## src/logic/sd_irq_pkg.sv

```systemverilog
// constants, register map and state codes for the sd host interrupt enable/force block
package sd_irq_pkg;

	localparam int DATA_W = 32;
	localparam int ADDR_W = 8;

	// register byte offsets
	localparam logic [7:0] OFF_IRQ_FLAGS = 8'h30;
	localparam logic [7:0] OFF_IRQ_FLAG_MASK = 8'h34;
	localparam logic [7:0] OFF_IRQ_OUTPUT_ENABLE = 8'h38;
	localparam logic [7:0] OFF_HOST_CONTROL_TWO = 8'h3c;
	localparam logic [7:0] OFF_IRQ_EVENT_FORCE = 8'h50;

	// reset values
	localparam logic [31:0] RST_IRQ_FLAGS = 32'h0000_0000;
	localparam logic [31:0] RST_IRQ_FLAG_MASK = 32'h0000_0000;
	localparam logic [31:0] RST_IRQ_OUTPUT_ENABLE = 32'h0000_0000;
	localparam logic [31:0] RST_HOST_CONTROL_TWO = 32'h0000_0000;
	localparam logic [31:0] RST_IRQ_EVENT_FORCE = 32'h0000_0000;

	// event bit positions, shared by flags, mask, enable and force
	localparam int EV_CMD_DONE = 0;
	localparam int EV_DATA_DONE = 1;
	localparam int EV_BLOCK_GAP = 2;
	localparam int EV_WRITE_RDY = 4;
	localparam int EV_READ_RDY = 5;
	localparam int EV_CARD = 8;
	localparam int EV_RETUNE = 12;
	localparam int EV_BOOT_ACK = 13;
	localparam int EV_BOOT_END = 14;
	localparam int EV_ERR_SUMMARY = 15;
	localparam int EV_CMD_TIMEOUT = 16;
	localparam int EV_CMD_CRC = 17;
	localparam int EV_CMD_ENDBIT = 18;
	localparam int EV_CMD_INDEX = 19;
	localparam int EV_DATA_TIMEOUT = 20;
	localparam int EV_DATA_CRC = 21;
	localparam int EV_DATA_ENDBIT = 22;
	localparam int EV_AUTO_CMD = 24;

	// implemented event bits; everything else reads zero except the error summary at flag bit 15
	localparam logic [31:0] EVENT_BITS = 32'h017f_7137;
	localparam logic [31:0] ERROR_BITS = 32'h017f_0000;
	// flags that follow their source and cannot be cleared by software
	localparam logic [31:0] LEVEL_BITS = 32'h0000_1100;

	// host_control_two layout
	localparam int CTL_TUNED = 23;
	localparam int CTL_TUNE_ON = 22;
	localparam int CTL_SPEED_LSB = 16;
	localparam int CTL_SPEED_MSB = 18;
	localparam int CTL_AUTO_STOP = 7;
	localparam int CTL_AUTO_INDEX = 4;
	localparam int CTL_AUTO_ENDBIT = 3;
	localparam int CTL_AUTO_CRC = 2;
	localparam int CTL_AUTO_TIMEOUT = 1;
	localparam int CTL_AUTO_NOT_ISSUED = 0;

	typedef enum logic [2:0] {
		SPEED_SDR12 = 3'h0,
		SPEED_SDR25 = 3'h1,
		SPEED_SDR50 = 3'h2,
		SPEED_SDR104 = 3'h3,
		SPEED_DDR50 = 3'h4
	} speed_mode_e;

	typedef enum logic [1:0] {
		TUNE_IDLE = 2'h1,
		TUNE_BUSY = 2'h2
	} tune_state_e;

endpackage

```

## src/logic/irq_flag_bank.sv

```systemverilog
// per-bit interrupt flag storage with mask gating and write-one-to-clear
`timescale 1ns/10ps
module irq_flag_bank (
	input wire logic core_clk,
	input wire logic reset_n,
	input wire logic clk_en,
	input wire logic [31:0] flag_mask,
	input wire logic [31:0] event_set,
	input wire logic [31:0] clear_w1c,
	output logic [31:0] flags
);

	genvar i;
	generate
		for (i = 0; i < 32; i++) begin : g_bit
			if (!sd_irq_pkg::EVENT_BITS[i]) begin : g_none
				assign flags[i] = 1'b0;
			end else if (sd_irq_pkg::LEVEL_BITS[i]) begin : g_level
				// read-only flags mirror their masked source
				always_ff @(posedge core_clk) begin
					if (!reset_n)
						flags[i] <= sd_irq_pkg::RST_IRQ_FLAGS[i];
					else if (clk_en)
						flags[i] <= event_set[i] & flag_mask[i];
				end
			end else begin : g_sticky
				// a set in the clearing cycle wins so no event is lost
				always_ff @(posedge core_clk) begin
					if (!reset_n)
						flags[i] <= sd_irq_pkg::RST_IRQ_FLAGS[i];
					else if (clk_en)
						flags[i] <= (flags[i] & ~clear_w1c[i]) | (event_set[i] & flag_mask[i]);
				end
			end
		end
	endgenerate

endmodule // irq_flag_bank

```

## src/logic/sd_host_irq_enable_force.sv

```systemverilog
// interrupt enable, interrupt force and second host control register of the sd host
//
// How it works
// - an enable bit at 1 lets its flag drive the cpu interrupt; 0 blocks it
// - enable bits 22, 21, 20 cover data end bit, data crc and data timeout
// - enable bits 19 to 16 cover command index, end bit, crc and timeout
// - enable bit 24 gates the auto command error flag
// - enable bits 14, 13, 12 cover boot end, boot ack and retune request
// - enable bit 8 gates the card interrupt request
// - enable bits 5 and 4 cover read ready and write ready
// - enable bits 2, 1, 0 cover block gap, data done and command done
// - reserved bits are written as zero and read back as zero here
// - control bit 23 selects and shows use of the tuned sampling clock
// - control bit 22 starts tuning, stays 1 while busy, drops when done
// - control bits 18:16 select speed mode sdr12..ddr50; other codes reserved
// - read-only control bit 7 shows an error during auto stop command
// - read-only control bit 4 shows auto command index error
// - read-only control bit 3 shows auto command end bit error
// - read-only control bit 2 shows auto command crc error
// - read-only control bit 1 shows auto command response timeout
// - read-only control bit 0 shows auto command not issued after an error
// - writing 1 to a force bit raises that event as if it really happened
// - force error bits sit at 24 and 22 to 16 like the flags
// - force non-error bits sit at the same positions as the flags
// - flag bit 15 is a read-only summary of enabled error flags
// - the mask decides per bit whether an event may set its flag
`timescale 1ns/10ps
module sd_host_irq_enable_force (
	input wire logic core_clk,
	input wire logic reset_n,
	input wire logic clk_en,
	input wire logic [7:0] reg_addr,
	input wire logic [31:0] reg_wdata,
	input wire logic reg_wr,
	input wire logic reg_rd,
	output logic [31:0] reg_rdata,
	input wire logic [31:0] event_in,
	input wire logic auto_stop_error,
	input wire logic auto_index_error,
	input wire logic auto_endbit_error,
	input wire logic auto_crc_error,
	input wire logic auto_timeout_error,
	input wire logic auto_not_issued,
	input wire logic tuning_done,
	input wire logic tuning_pass,
	output logic tuning_start,
	output logic tuning_in_progress,
	output logic tuned_clk_select,
	output logic [2:0] speed_mode_select,
	output logic cpu_irq_out
);

	// software-visible storage
	logic [31:0] irq_flags;
	logic [31:0] irq_flag_mask;
	logic [31:0] irq_output_enable;
	logic [31:0] irq_event_force;
	logic [5:0] auto_status;
	logic tuned;
	logic [2:0] speed_mode;
	sd_irq_pkg::tune_state_e tune_state;
	sd_irq_pkg::tune_state_e next_tune_state;

	// address decode
	wire hit_flags = reg_addr == sd_irq_pkg::OFF_IRQ_FLAGS;
	wire hit_mask = reg_addr == sd_irq_pkg::OFF_IRQ_FLAG_MASK;
	wire hit_enable = reg_addr == sd_irq_pkg::OFF_IRQ_OUTPUT_ENABLE;
	wire hit_ctl = reg_addr == sd_irq_pkg::OFF_HOST_CONTROL_TWO;
	wire hit_force = reg_addr == sd_irq_pkg::OFF_IRQ_EVENT_FORCE;

	wire wr_flags = reg_wr & hit_flags;
	wire wr_mask = reg_wr & hit_mask;
	wire wr_enable = reg_wr & hit_enable;
	wire wr_ctl = reg_wr & hit_ctl;
	wire wr_force = reg_wr & hit_force;

	// reserved positions never store anything, whatever software writes
	wire [31:0] wdata_events = reg_wdata & sd_irq_pkg::EVENT_BITS;

	// a force write is a one-cycle event pulse into the flag logic
	wire [31:0] force_pulse = wr_force ? wdata_events : 32'h0000_0000;
	wire [31:0] event_set = (event_in & sd_irq_pkg::EVENT_BITS) | force_pulse;

	// software clears sticky flags by writing 1; level flags ignore it
	wire [31:0] flag_clear = wr_flags ? (wdata_events & ~sd_irq_pkg::LEVEL_BITS) : 32'h0000_0000;

	irq_flag_bank u_flags (
		.core_clk(core_clk),
		.reset_n(reset_n),
		.clk_en(clk_en),
		.flag_mask(irq_flag_mask),
		.event_set(event_set),
		.clear_w1c(flag_clear),
		.flags(irq_flags)
	);

	// gated flags: one term per event position
	wire [31:0] gated_flags = irq_flags & irq_output_enable;

	// summary is derived, so it can never be stale or cleared on its own
	wire err_summary = |(gated_flags & sd_irq_pkg::ERROR_BITS);

	wire [31:0] flags_view = irq_flags | ({31'h0000_0000, err_summary} << sd_irq_pkg::EV_ERR_SUMMARY);

	wire next_irq = |gated_flags;

	// mask register
	always_ff @(posedge core_clk) begin
		if (!reset_n)
			irq_flag_mask <= sd_irq_pkg::RST_IRQ_FLAG_MASK;
		else if (clk_en && wr_mask)
			irq_flag_mask <= wdata_events;
	end

	// enable register
	always_ff @(posedge core_clk) begin
		if (!reset_n)
			irq_output_enable <= sd_irq_pkg::RST_IRQ_OUTPUT_ENABLE;
		else if (clk_en && wr_enable)
			irq_output_enable <= wdata_events;
	end

	// force register keeps the last written pattern for read-back only
	always_ff @(posedge core_clk) begin
		if (!reset_n)
			irq_event_force <= sd_irq_pkg::RST_IRQ_EVENT_FORCE;
		else if (clk_en && wr_force)
			irq_event_force <= wdata_events;
	end

	// interrupt output, registered so it is glitch free toward the cpu
	always_ff @(posedge core_clk) begin
		if (!reset_n)
			cpu_irq_out <= 1'b0;
		else if (clk_en)
			cpu_irq_out <= next_irq;
	end

	// host_control_two writable fields
	wire ctl_speed_wr = wr_ctl;
	wire [2:0] wdata_speed = reg_wdata[sd_irq_pkg::CTL_SPEED_MSB:sd_irq_pkg::CTL_SPEED_LSB];
	wire tune_request = wr_ctl & reg_wdata[sd_irq_pkg::CTL_TUNE_ON];

	// reserved speed codes are stored as written; the card engine must not rely on them
	always_ff @(posedge core_clk) begin
		if (!reset_n)
			speed_mode <= sd_irq_pkg::RST_HOST_CONTROL_TWO[sd_irq_pkg::CTL_SPEED_MSB:sd_irq_pkg::CTL_SPEED_LSB];
		else if (clk_en && ctl_speed_wr)
			speed_mode <= wdata_speed;
	end

	// tuning sequencer
	always_comb begin
		next_tune_state = tune_state;
		unique case (tune_state)
			sd_irq_pkg::TUNE_IDLE: begin
				if (tune_request)
					next_tune_state = sd_irq_pkg::TUNE_BUSY;
			end
			sd_irq_pkg::TUNE_BUSY: begin
				// software cannot abort by writing 0; only completion ends it
				if (tuning_done)
					next_tune_state = sd_irq_pkg::TUNE_IDLE;
			end
			default: next_tune_state = sd_irq_pkg::TUNE_IDLE;
		endcase
	end

	always_ff @(posedge core_clk) begin
		if (!reset_n)
			tune_state <= sd_irq_pkg::TUNE_IDLE;
		else if (clk_en)
			tune_state <= next_tune_state;
	end

	wire tune_busy = tune_state == sd_irq_pkg::TUNE_BUSY;
	wire tune_finish = tune_busy & tuning_done;

	// start pulse to the delay-line tuner, one cycle on leaving idle
	always_ff @(posedge core_clk) begin
		if (!reset_n)
			tuning_start <= 1'b0;
		else if (clk_en)
			tuning_start <= (tune_state == sd_irq_pkg::TUNE_IDLE) & tune_request;
	end

	// tuned select: software may set or clear it; a passing tune sets it and wins
	always_ff @(posedge core_clk) begin
		if (!reset_n)
			tuned <= sd_irq_pkg::RST_HOST_CONTROL_TWO[sd_irq_pkg::CTL_TUNED];
		else if (clk_en) begin
			if (tune_finish && tuning_pass)
				tuned <= 1'b1;
			else if (tune_finish)
				tuned <= 1'b0;
			else if (wr_ctl)
				tuned <= reg_wdata[sd_irq_pkg::CTL_TUNED];
		end
	end

	// auto command status mirrors the command engine each cycle
	always_ff @(posedge core_clk) begin
		if (!reset_n)
			auto_status <= 6'h00;
		else if (clk_en)
			auto_status <= {auto_stop_error, auto_index_error, auto_endbit_error,
				auto_crc_error, auto_timeout_error, auto_not_issued};
	end

	wire [31:0] ctl_view;
	assign ctl_view[31:24] = 8'h00;
	assign ctl_view[sd_irq_pkg::CTL_TUNED] = tuned;
	assign ctl_view[sd_irq_pkg::CTL_TUNE_ON] = tune_busy;
	assign ctl_view[21:19] = 3'h0;
	assign ctl_view[sd_irq_pkg::CTL_SPEED_MSB:sd_irq_pkg::CTL_SPEED_LSB] = speed_mode;
	assign ctl_view[15:8] = 8'h00;
	assign ctl_view[sd_irq_pkg::CTL_AUTO_STOP] = auto_status[5];
	assign ctl_view[6:5] = 2'h0;
	assign ctl_view[sd_irq_pkg::CTL_AUTO_INDEX] = auto_status[4];
	assign ctl_view[sd_irq_pkg::CTL_AUTO_ENDBIT] = auto_status[3];
	assign ctl_view[sd_irq_pkg::CTL_AUTO_CRC] = auto_status[2];
	assign ctl_view[sd_irq_pkg::CTL_AUTO_TIMEOUT] = auto_status[1];
	assign ctl_view[sd_irq_pkg::CTL_AUTO_NOT_ISSUED] = auto_status[0];

	// read mux; unmapped addresses answer zero
	wire [31:0] read_mux =
		hit_flags ? flags_view :
		hit_mask ? irq_flag_mask :
		hit_enable ? irq_output_enable :
		hit_ctl ? ctl_view :
		hit_force ? irq_event_force :
		32'h0000_0000;

	// read data stands only in the cycle after the strobe
	always_ff @(posedge core_clk) begin
		if (!reset_n)
			reg_rdata <= 32'h0000_0000;
		else if (clk_en)
			reg_rdata <= reg_rd ? read_mux : 32'h0000_0000;
	end

	// outputs toward the card engine
	assign tuning_in_progress = tune_busy;
	assign tuned_clk_select = tuned;
	assign speed_mode_select = speed_mode;

endmodule // sd_host_irq_enable_force

```

## config.mk

```make
export PLATFORM = sky130hd
export DESIGN_NAME = sd_host_irq_enable_force
export DESIGN_NICKNAME = d
export VERILOG_FILES = /design/src/logic/sd_irq_pkg.sv /design/src/logic/irq_flag_bank.sv /design/src/logic/sd_host_irq_enable_force.sv
export SDC_FILE = /design/constraint.sdc
export NUM_CORES = 1
export LEC_CHECK = 0
export BUFFER_PORTS_ARGS = -buffer_cell sky130_fd_sc_hd__buf_2
export CAP_MARGIN = 15
export CORE_AREA = 10 10 105 107
export DETAILED_ROUTE_END_ITERATION = 8
export DIE_AREA = 0 0 115 117
export GPL_TIMING_DRIVEN = 0
export PLACE_DENSITY_LB_ADDON = 0.08
export SYNTH_ARGS = -nofsm -noshare
export SYNTH_HDL_FRONTEND = slang
export SYNTH_SLANG_ARGS = --single-unit
```

## constraint.sdc

```tcl
create_clock -name core_clk -period 4.3 [get_ports core_clk]
set_clock_uncertainty 0.2 [all_clocks]
set_input_delay 0.645 -clock core_clk [delete_from_list [all_inputs] [get_ports core_clk]]
set_output_delay 0.645 -clock core_clk [all_outputs]
set_load 0.02 [all_outputs]
```

Yosys cells after proc, flatten, opt, wreduce, memory -nomap -nowiden
Cells that the tools add are included.
{ "totals": {"reg_bits": 114, "elab_cells": 133} }
{ "classes": {"n_eq_ne": 9, "muxes": 14, "bitwise_logic": 73, "reduce_logical": 10} }
{ "ops": {"columns": ["op", "n"], "rows": [
  ["2-to-1 mux 25 bit", 8],
  ["AND 1 bit", 40],
  ["== test 8 x 6 -> 1 bit (second input constant)", 4],
  ["OR reduction 32 bit", 1],
  ["AND 25 bit", 1],
  ["OR 25 x 16 -> 25 bit", 1],
  ["OR 25 bit", 1],
  ["inverter 1 bit", 15],
  ["OR 1 bit", 15],
  ["== test 8 x 7 -> 1 bit (second input constant)", 1],
  ["OR reduction 8 bit", 1],
  ["logical AND 1 bit", 5],
  ["2-to-1 mux 2 bit", 2],
  ["inequality test 2 bit (second input constant)", 2],
  ["one-hot mux 2 bit (2 select lines)", 1],
  ["2-to-1 mux 1 bit", 3],
  ["AND reduction 3 bit", 1],
  ["nonzero test 3 bit", 1],
  ["== test 2 x 1 -> 1 bit (second input constant)", 1],
  ["== test 2 bit (second input constant)", 1],
  ["AND reduction 2 bit", 1]
]} }

Logic depth before layout (Yosys ltp)
Gate-level depths: netlist of run 1.
{ "logic_depth": {"ltp_word": 7, "mapped_depth": 8, "depth_no_buf": 4} }

Hierarchy
Synthesis of run 1 repeated with hierarchy kept, for this count alone.
{ "hier_totals": {"cells_unflattened": 672, "hier_area_um2": 5641.7} }
{ "by_module_without_submodules": {"columns": ["module", "n_inst", "cells_each", "area_each_um2", "seq_area_each_um2"], "rows": [
  ["sd_host_irq_enable_force", 1, 566, 4783.3, 1941.9],
  ["irq_flag_bank", 1, 106, 858.3, 340.3]
]} }

Least setup slack after synthesis of run 1
No wires, ideal clock.
{ "synth_timing": {"path_type": "input to register", "startpoint": "in reg_addr[2]", "endpoint": "reg irq_output_enable[13]", "setup_time_ps": 132, "arrival_time_ps": 1826, "required_ps": 3968, "slack_ps": 2141, "path_stages": 6, "cell_sequence": "buf_2 nor4b_4 nand3_1 clkbuf_1 nand2_1 a21oi_1"} }
{ "synth_between": {"elab_chain_len": 3} }
{ "synth_rtl": {"columns": ["element", "line", "text"], "rows": [
  ["start, declared", "sd_host_irq_enable_force.sv:32", "input wire logic [7:0] reg_addr,"],
  ["== test 8 x 6 -> 1 bit", "sd_host_irq_enable_force.sv:67", "wire hit_enable = reg_addr == sd_irq_pkg::OFF_IRQ_OUTPUT_ENABLE;"],
  ["AND 1 bit", "sd_host_irq_enable_force.sv:73", "wire wr_enable = reg_wr & hit_enable;"],
  ["logical AND 1 bit", "sd_host_irq_enable_force.sv:119", "else if (clk_en && wr_enable)"],
  ["end signal, assigned", "sd_host_irq_enable_force.sv:118", "irq_output_enable <= sd_irq_pkg::RST_IRQ_OUTPUT_ENABLE;"],
  ["end signal, assigned", "sd_host_irq_enable_force.sv:120", "irq_output_enable <= wdata_events;"],
  ["end, declared", "sd_host_irq_enable_force.sv:56", "logic [31:0] irq_output_enable;"]
]} }
No other way between the ends.
A chain may end at the register's enable or synchronous reset.

Final worst setup path of run 1
{ "layout_timing": {"startpoint": "in clk_en", "endpoint": "reg irq_event_force[17]"} }
{ "layout_between": {"elab_chain_len": 1} }
{ "layout_rtl": {"columns": ["element", "line", "text"], "rows": [
  ["start, declared", "sd_host_irq_enable_force.sv:31", "input wire logic clk_en,"],
  ["logical AND 1 bit", "sd_host_irq_enable_force.sv:127", "else if (clk_en && wr_force)"],
  ["end signal, assigned", "sd_host_irq_enable_force.sv:126", "irq_event_force <= sd_irq_pkg::RST_IRQ_EVENT_FORCE;"],
  ["end signal, assigned", "sd_host_irq_enable_force.sv:128", "irq_event_force <= wdata_events;"],
  ["end, declared", "sd_host_irq_enable_force.sv:57", "logic [31:0] irq_event_force;"]
]} }
No other way between the ends.

==> results.md, run 1 <==
Outcome:
- The run finished with clean final reports.

Critical path:
- The nature of the critical path endpoint is a flop.
- The worst-case reg-to-reg path depth is 4.
- The launching element of the worst setup path is clk_en.
- In this run the worst path has a maximum fanout of 10.
- The data required time of the critical path is approximately 4.4 ns.
- The termination of the worst setup path is irq_event_force[17].
- The startpoint kind of the worst setup timing path is a primary input.
- The worst endpoint data arrival time is around 2.4 ns.
- The reg-to-reg endpoint is cpu_irq_out.
- The worst setup path is of the in2reg kind.
- The startpoint identified for the worst register-to-register timing path is u_flags.flags[2].
- Across all register-to-register paths, the minimum setup slack is between 2 and 3 ns.

Synthesis:
- In this run the mean area of a mapped cell was ~8.5 um^2.
- The number of synthesized flops with an enable pin is 0.
- The most instantiated flip-flop cell in the synthesis netlist is sky130_fd_sc_hd__dfxtp_1.
- The total of warnings raised by yosys is 0.
- Summing every instance area after synthesis gives roughly 5000 um^2.
- The cell count after synthesis is slightly below 600.
- The count of distinct cell types in the synthesized netlist is between 50 and 60.
- The post-synthesis async set-or-reset flop share is 0.
- The share of the Yosys chip area taken by registers is 0.416.
- The synthesized flop and latch total is ~100.

Place:
- The routability-driven placement congestion ratio is 0.968.
- The count of buffers inserted at the top-level ports is 80.
- The placed cell count is slightly below 800.
- Summed over all nets, the half-perimeter wirelength after detailed placement is around 12,000 um.

Floorplanning:
- The die width is approximately 120 um.
- The area of the core is 9020 um^2.
- The initial utilization of the core area, before any placement, comes to 0.550.
- The floorplan die area is ~13,000 um^2.
- 124 I/O pins were placed.
- The die height is roughly 120 um.
- The row count is 35.

Finish:
- In the layout the commonest cells are sky130_fd_sc_hd__dfxtp_1, sky130_fd_sc_hd__buf_2, sky130_fd_sc_hd__a21oi_1.
- The number of antenna diodes in the final layout is 0.
- The library cell used most frequently in the layout, excluding fill and tap cells, is sky130_fd_sc_hd__dfxtp_1.
- The share of post-route cells with drive strength above 1 is 0.210.
- The count of placed standard cells in the final layout, fillers left out is between 700 and 800.
- The relative area change from synthesis to final layout is 15.4%.
- The count of fill cells added during filler insertion is between 800 and 900.
- The net total in the final layout is about 770.
- Once layout is complete, the utilization of the core stands at 0.635.

GRT:
- The number of global-route vias before repair is roughly 5,000.
- For this run, the total global-route usage over all layers was measured as 0.246.
- The maximum number of pins on one net before global-route repair is 20.
- Global routing finished with a remaining overflow of 0.
- The number of antenna violations at the first check in global routing is 0.
- The first global-routing pass estimated roughly 26,000 um of wire.

STA:
- The count of final setup violators is 0.
- The minimum period implied by the final worst setup slack is ~2.4 ns.
- Of the available clock period, the critical path in the final layout requires 0.555.
- The number of pins exceeding their max-slew limit in the final report is 0.
- The smallest hold slack is ~0.26 ns.
- For the pin with the worst max-slew slack, the measured transition is around 0.82 ns.
- The final hold violation count is 0.
- Setup repair after global routing left no endpoint under its margin.
- The top achievable clock speed is ~420 MHz.
- The total negative slack for setup checks is 0 ns.
- The worst slew slack as a fraction of its limit is 0.451.

CTS:
- The maximum buffer depth of the clock tree is 2.
- The post-CTS setup-driven buffer insertion count is 0.
- The clock root buffer is sky130_fd_sc_hd__clkbuf_8.
- The count of hold-fix buffers inserted at cts is 0.
- The number of H-tree levels is 3.
- The number of sinks handled by clock tree synthesis is approximately 100.
- The later pin in the worst-skew pair is clocked with a latency of 0.38 ns.
- In this run, CTS created clock tree buffers numbering 9.
- The post-CTS clock slew at the launch and capture registers of the worst setup and hold paths is 0.11 ns.
- The CTS tree is done.
- The number of gates resized after cts is 0.

Power and ir drop:
- Summed over all cells, the static leakage comes to between 0.002 and 0.0025 uW.
- The power density over the cells is just over 300 nW/um^2.
- The maximum vdd ir drop is ~0.18 mV.

Drt:
- The first detailed-routing pass took 5 iterations.
- For this run, design rule violations remaining after detail routing come to 0.
- The routed via count is between 4,000 and 5,000.
- The post-detailed-routing wire length is between 15,000 and 20,000 um.
- After detailed routing, the average wire length per cell comes to approximately 21 um.
- The number of violations reported at the end of detailed-routing iteration 0 is between 500 and 600.
- Using the TritonRoute via totals, the vias-per-cell ratio works out to 6.26.
- The number of routed nets with antenna violations is 0.

Hold path:
- The class of the worst hold path is reg2reg.
- The worst hold path passes through 2 cells.

Run:
- The max-cap check violation count is 0.
## power by group
| group | total [uW] | leakage [uW] | switching, uW | internal [uW] |
|---|---|---|---|---|
| combinational | 176 | 0.00132 | 120 | 56.5 |
| sequential | 960 | 0.000831 | 2.50 | 958 |
| clock | 607 | 0.0000943 | 382 | 225 |
| total | 1740 | 0.00225 | 504 | 1240 |
## critical path: stages
cell and delay (ns):
sky130_fd_sc_hd__buf_2 0.20, sky130_fd_sc_hd__and2_1 0.15, sky130_fd_sc_hd__buf_2 0.26, sky130_fd_sc_hd__nand4_1 0.47, sky130_fd_sc_hd__clkbuf_1 0.45, sky130_fd_sc_hd__nand2_1 0.17
sky130_fd_sc_hd__a21oi_1 0.08
## layout make-up
| class | count | area [um^2] | area share |
|---|---|---|---|
| plain buffers | 59 | 330 | 0.0577 |
| flip-flops and latches | 103 | 2060 | 0.360 |
| repair buffers | 80 | 400 | 0.0699 |
| inverters | 9 | 33.8 | 0.00590 |
| well taps | 111 | 139 | 0.0243 |
| multi-input cells | 420 | 2570 | 0.449 |
| clock buffers | 9 | 124 | 0.0216 |
| clock inverters | 7 | 65.1 | 0.0114 |
## flip-flops by register name, summed over array words and instances, names as in the netlist
register / flops
auto_status: 6
cpu_irq_out: 1
irq_event_force: 17
irq_flag_mask: 17
irq_output_enable: 17
reg_rdata: 21
speed_mode_select: 3
tune_state: 2
tuned_clk_select: 1
tuning_start: 1
u_flags.flags: 17
## Yosys cell counts, drive strengths merged, types with 2 or more instances
master / n / share of area
a21oi: 93 / 0.094
a221oi: 3 / 0.0053
a22o: 3 / 0.0053
a22oi: 7 / 0.011
a31o: 15 / 0.026
a31oi: 2 / 0.0025
a32o: 15 / 0.030
a32oi: 4 / 0.0071
a41oi: 5 / 0.0088
and2: 6 / 0.0076
and3: 3 / 0.0038
and4bb: 2 / 0.0050
buf: 35 / 0.048
clkbuf: 24 / 0.018
dfxtp: 103 / 0.42
inv: 8 / 0.0061
mux2: 2 / 0.0045
mux2i: 34 / 0.069
nand2: 83 / 0.063
nand2b: 2 / 0.0025
nand3: 27 / 0.027
nand4: 7 / 0.0088
nor2: 33 / 0.025
nor2b: 13 / 0.016
nor4: 2 / 0.0056
nor4b: 2 / 0.0066
o2111ai: 3 / 0.0053
o21a: 5 / 0.0076
o21ai: 8 / 0.0081
o21bai: 3 / 0.0045
o221a: 4 / 0.0091
o31ai: 9 / 0.014
o32ai: 4 / 0.0071
or4b: 2 / 0.0048
## metrics by stage
stage	total power, uW	worst slack, ns	area, um^2
final	1740	1.91	5720
after global routing	1800	1.85	5720
after CTS	1740	1.98	5720
after detailed placement	1150	1.57	5540
after global placement	1150	1.59	5540
after floorplan	1080	2.14	5000
## cells by family after synthesis
logic type             after synthesis  synth area share
and+or+nand+nor                    187             0.187
muxes                               36            0.0732
DFF                                103             0.416
other                                1          0.000756
AOI/OAI and AO/OA                  186             0.250
buffers and inverters               68            0.0734
## metal layers
layer | track usage | part of all wire
met1 | 0.303 | 0.40
met2 | 0.413 | 0.47
met4 | 0.101 | 0.033
met3 | 0.0474 | 0.091
met5 | 0 | 0
## worst min path at each step
stage | start | end | slack, ns
2_1_floorplan | irq_event_force[12] | irq_event_force[12] | 0.23
6_report | reg_rdata[8] | reg_rdata[8] | 0.26
3_5_place_dp | reg_rdata[8] | reg_rdata[8] | 0.24
4_1_cts | reg_rdata[8] | reg_rdata[8] | 0.26
5_1_grt | irq_event_force[5] | irq_event_force[5] | 0.28
3_3_place_gp | reg_rdata[12] | reg_rdata[12] | 0.23
Power figures use the tool's default switching activity.
==> run 2: changes to the inputs <==
- CORE_AREA: 10 10 105 107 -> 10 10 108 110
- DIE_AREA: 0 0 115 117 -> 0 0 118 120
- clock period: 4.3 -> 2.2 ns (I/O delays scaled with it)
==> run 2 against run 1 <==
Net effect:
- worst hold slack lost 0.25 ns
- highest routed layer unchanged
- clock power increased by 100%
- utilization decreased by 2.5 points
- sequential cell count did not move
- sequential power grew 96%
- via count is 1.1% lower
- register-to-register slack worse by 2.1 ns
- non-clock buffer count is 5 higher
- count of clock-buffer cells in the layout is 1 higher
- cell count up 3.4%
- final area increased by 1.6%
==> results.md, run 2 (synthesized netlist as in run 1, its figures left out) <==
Outcome:
- The run finished with clean final reports.

STA:
- After routing, the total negative slack on setup checks comes to 0 ns.
- Timing would allow up to a little under 500 MHz.
- The worst-case setup margin in the final layout is about 0.14 ns.
- Setup violations remaining at the end of the flow were counted as 0.
- The period utilization is 0.938.
- Setup repair after global routing left no endpoint under its margin.
- The number of pins exceeding their max-slew limit in the final report is 0.
- The clock period could shrink to about 2.1 ns.
- The final hold violation count is 0.
- For the pin with the worst max-slew slack, the measured transition is 0.829 ns.
- The worst slew slack as a fraction of its limit is 0.447.

Floorplanning:
- For this configuration, the core starts out at a cell density of 0.519.
- The die height is 120 um.
- In this run the horizontal extent of the chip is between 100 and 150 um.
- The area of the core is between 9000 and 10,000 um^2.
- The floorplan step defined a die boundary enclosing between 10,000 and 15,000 um^2.
- Pin placement for this block handled 124 I/O pins.
- The row count is 36.

CTS:
- Clock tree synthesis inserted a total of 9 buffers.
- The clock root buffer is sky130_fd_sc_hd__clkbuf_8.
- Buffers added to address setup during post-CTS repair amount to 0.
- The CTS tree is done.
- The maximum buffer depth of the clock tree is 2.
- After clock tree synthesis, the clock-pin slew on the worst setup and hold paths is 0.09 ns.
- The H-tree was split into 3 levels.
- The count of hold-fix buffers inserted at cts is 5.
- The number of sinks handled by clock tree synthesis is roughly 100.
- The number of gates resized after cts is 0.
- The clock latency reported for the late side of the worst-skew pair is around 0.38 ns.

Hold path:
- The number of cells on the worst hold path is 3.
- The worst-case hold path end point is auto_status[1].
- The class of the worst hold path is in2reg.
- The launch point of the worst hold path is auto_timeout_error.

Critical path:
- The worst register-to-register path has a depth of 4.
- The worst flop-to-flop path startpoint is u_flags.flags[2].
- The startpoint kind of the worst setup timing path is a primary input.
- The launching element of the worst setup path is clk_en.
- The critical path class is in2reg.
- The endpoint identified for the worst register-to-register timing path is cpu_irq_out.
- STA classifies the critical path endpoint as a flop.
- In this run the worst path has a maximum fanout of 10.
- The setup slack of the worst register-to-register path is 0.58 ns.
- The data required time of the critical path is approximately 2.2 ns.
- STA puts the critical path data arrival time at roughly 2.1 ns.

Finish:
- Leaving out fill and tap cells, the most frequent cell in the layout is sky130_fd_sc_hd__dfxtp_1.
- Compared with the post-synthesis result, the final layout area differs by 17.3%.
- For this run, the post-layout net count is between 700 and 800.
- The share of post-route cells with drive strength above 1 is 0.208.
- The library cells used most frequently in the layout, excluding fill and tap cells, are sky130_fd_sc_hd__dfxtp_1, sky130_fd_sc_hd__buf_2, sky130_fd_sc_hd__a21oi_1.
- reg_rdata holds more flip-flops than any other register.
- The number of antenna diodes is 0.
- The register with the most flip-flops in the layout has 21 of them.

Run:
- Max-cap violations in this run came to 0.

GRT:
- For this run, the total global-route usage over all layers was measured as 0.229.
- The total global routing overflow is 0.
- The global-route wire length before repair is 26,000 um.
- The maximum number of pins on one net before global-route repair is 18.
- The number of global-route vias before repair was 4,860.
- The number of antenna violations at the first check in global routing came to 0.

Drt:
- In this run the remaining antenna-violating nets after routing total 0.
- The routed via count is 4,940.
- The total DRC errors in the routed layout is 0.
- For this run, the detailed router's first-pass iteration total came to 5.
- The post-detailed-routing wire length is about 17,000 um.
- The post-detailed-route wirelength per cell is just over 20 um.
- The via density per instance is 5.99.
- The detailed router finished its first iteration with 459 violations.

Power and ir drop:
- In this run the static leakage power is roughly 0.0023 uW.
- Power spread over the standard cell area amounts to 596 nW/um^2.
- The maximum vdd ir drop is 0.373 mV.

Place:
- The post-placement worst setup slack is -0.224 ns.
- The HPWL after detailed placement is about 12,000 um.
- In this run the tool buffered the top-level ports with 80 buffer cells.
- Routability-driven placement finished with a final weighted congestion of between 0.9 and 1.
-- run 2: worst max path at each step --
stage / to / slack, ns / cells past startpoint
finish: auto_status[3] / 0.14 / 5
global route: irq_output_enable[21] / 0.01 / 6
CTS: auto_status[3] / 0.18 / 5
detailed placement: auto_status[3] / -0.22 / 5
global placement: auto_status[4] / -0.22 / 5
floorplan: irq_output_enable[13] / 0.36 / 6
-- run 2: metal layers --
layer  vias to the layer above  GRT usage  routed length [um]
li1                       2301          -                   -
met3                        41     0.0305                1300
met4                         0      0.105                 504
met2                       260      0.380                7970
met5                         -          0                   0
met1                      2338      0.291                7110
-- run 2: worst max-delay path: stages --
cell                       delay [ns]
sky130_fd_sc_hd__buf_2           0.21
sky130_fd_sc_hd__clkbuf_1        0.54
sky130_fd_sc_hd__buf_1           0.70
sky130_fd_sc_hd__mux2i_1         0.28
sky130_fd_sc_hd__nor2_1          0.05
-- run 2: cell type report --
class                           instances  area [um^2]
Inverter                                9         33.8
Fill cell                             918         3730
Tap cell                              133          166
Timing Repair Buffer                   85          450
Buffer                                 59          330
Clock buffer                           10          138
Sequential cell                       103         2060
Clock inverter                          6         66.3
Multi-Input combinational cell        420         2570
-- run 2: through the flow --
stage	utilization	hold WS [ns]	cell area [um^2]	cells	power, uW
after global routing	0.609	0.0177	5820	825	3550
after floorplan	-	0.232	5000	591	2100
final	0.609	0.00866	5820	825	3470
after detailed placement	0.583	0.237	5560	804	2250
after CTS	0.609	0.000300	5820	825	3470
after global placement	0.583	0.234	5560	804	2250
-- run 2: power breakdown --
group,internal (uW),switching (uW),leakage [uW]
sequential,1870,4.76,0.000831
clock,564,677,0.000107
combinational,116,234,0.00134
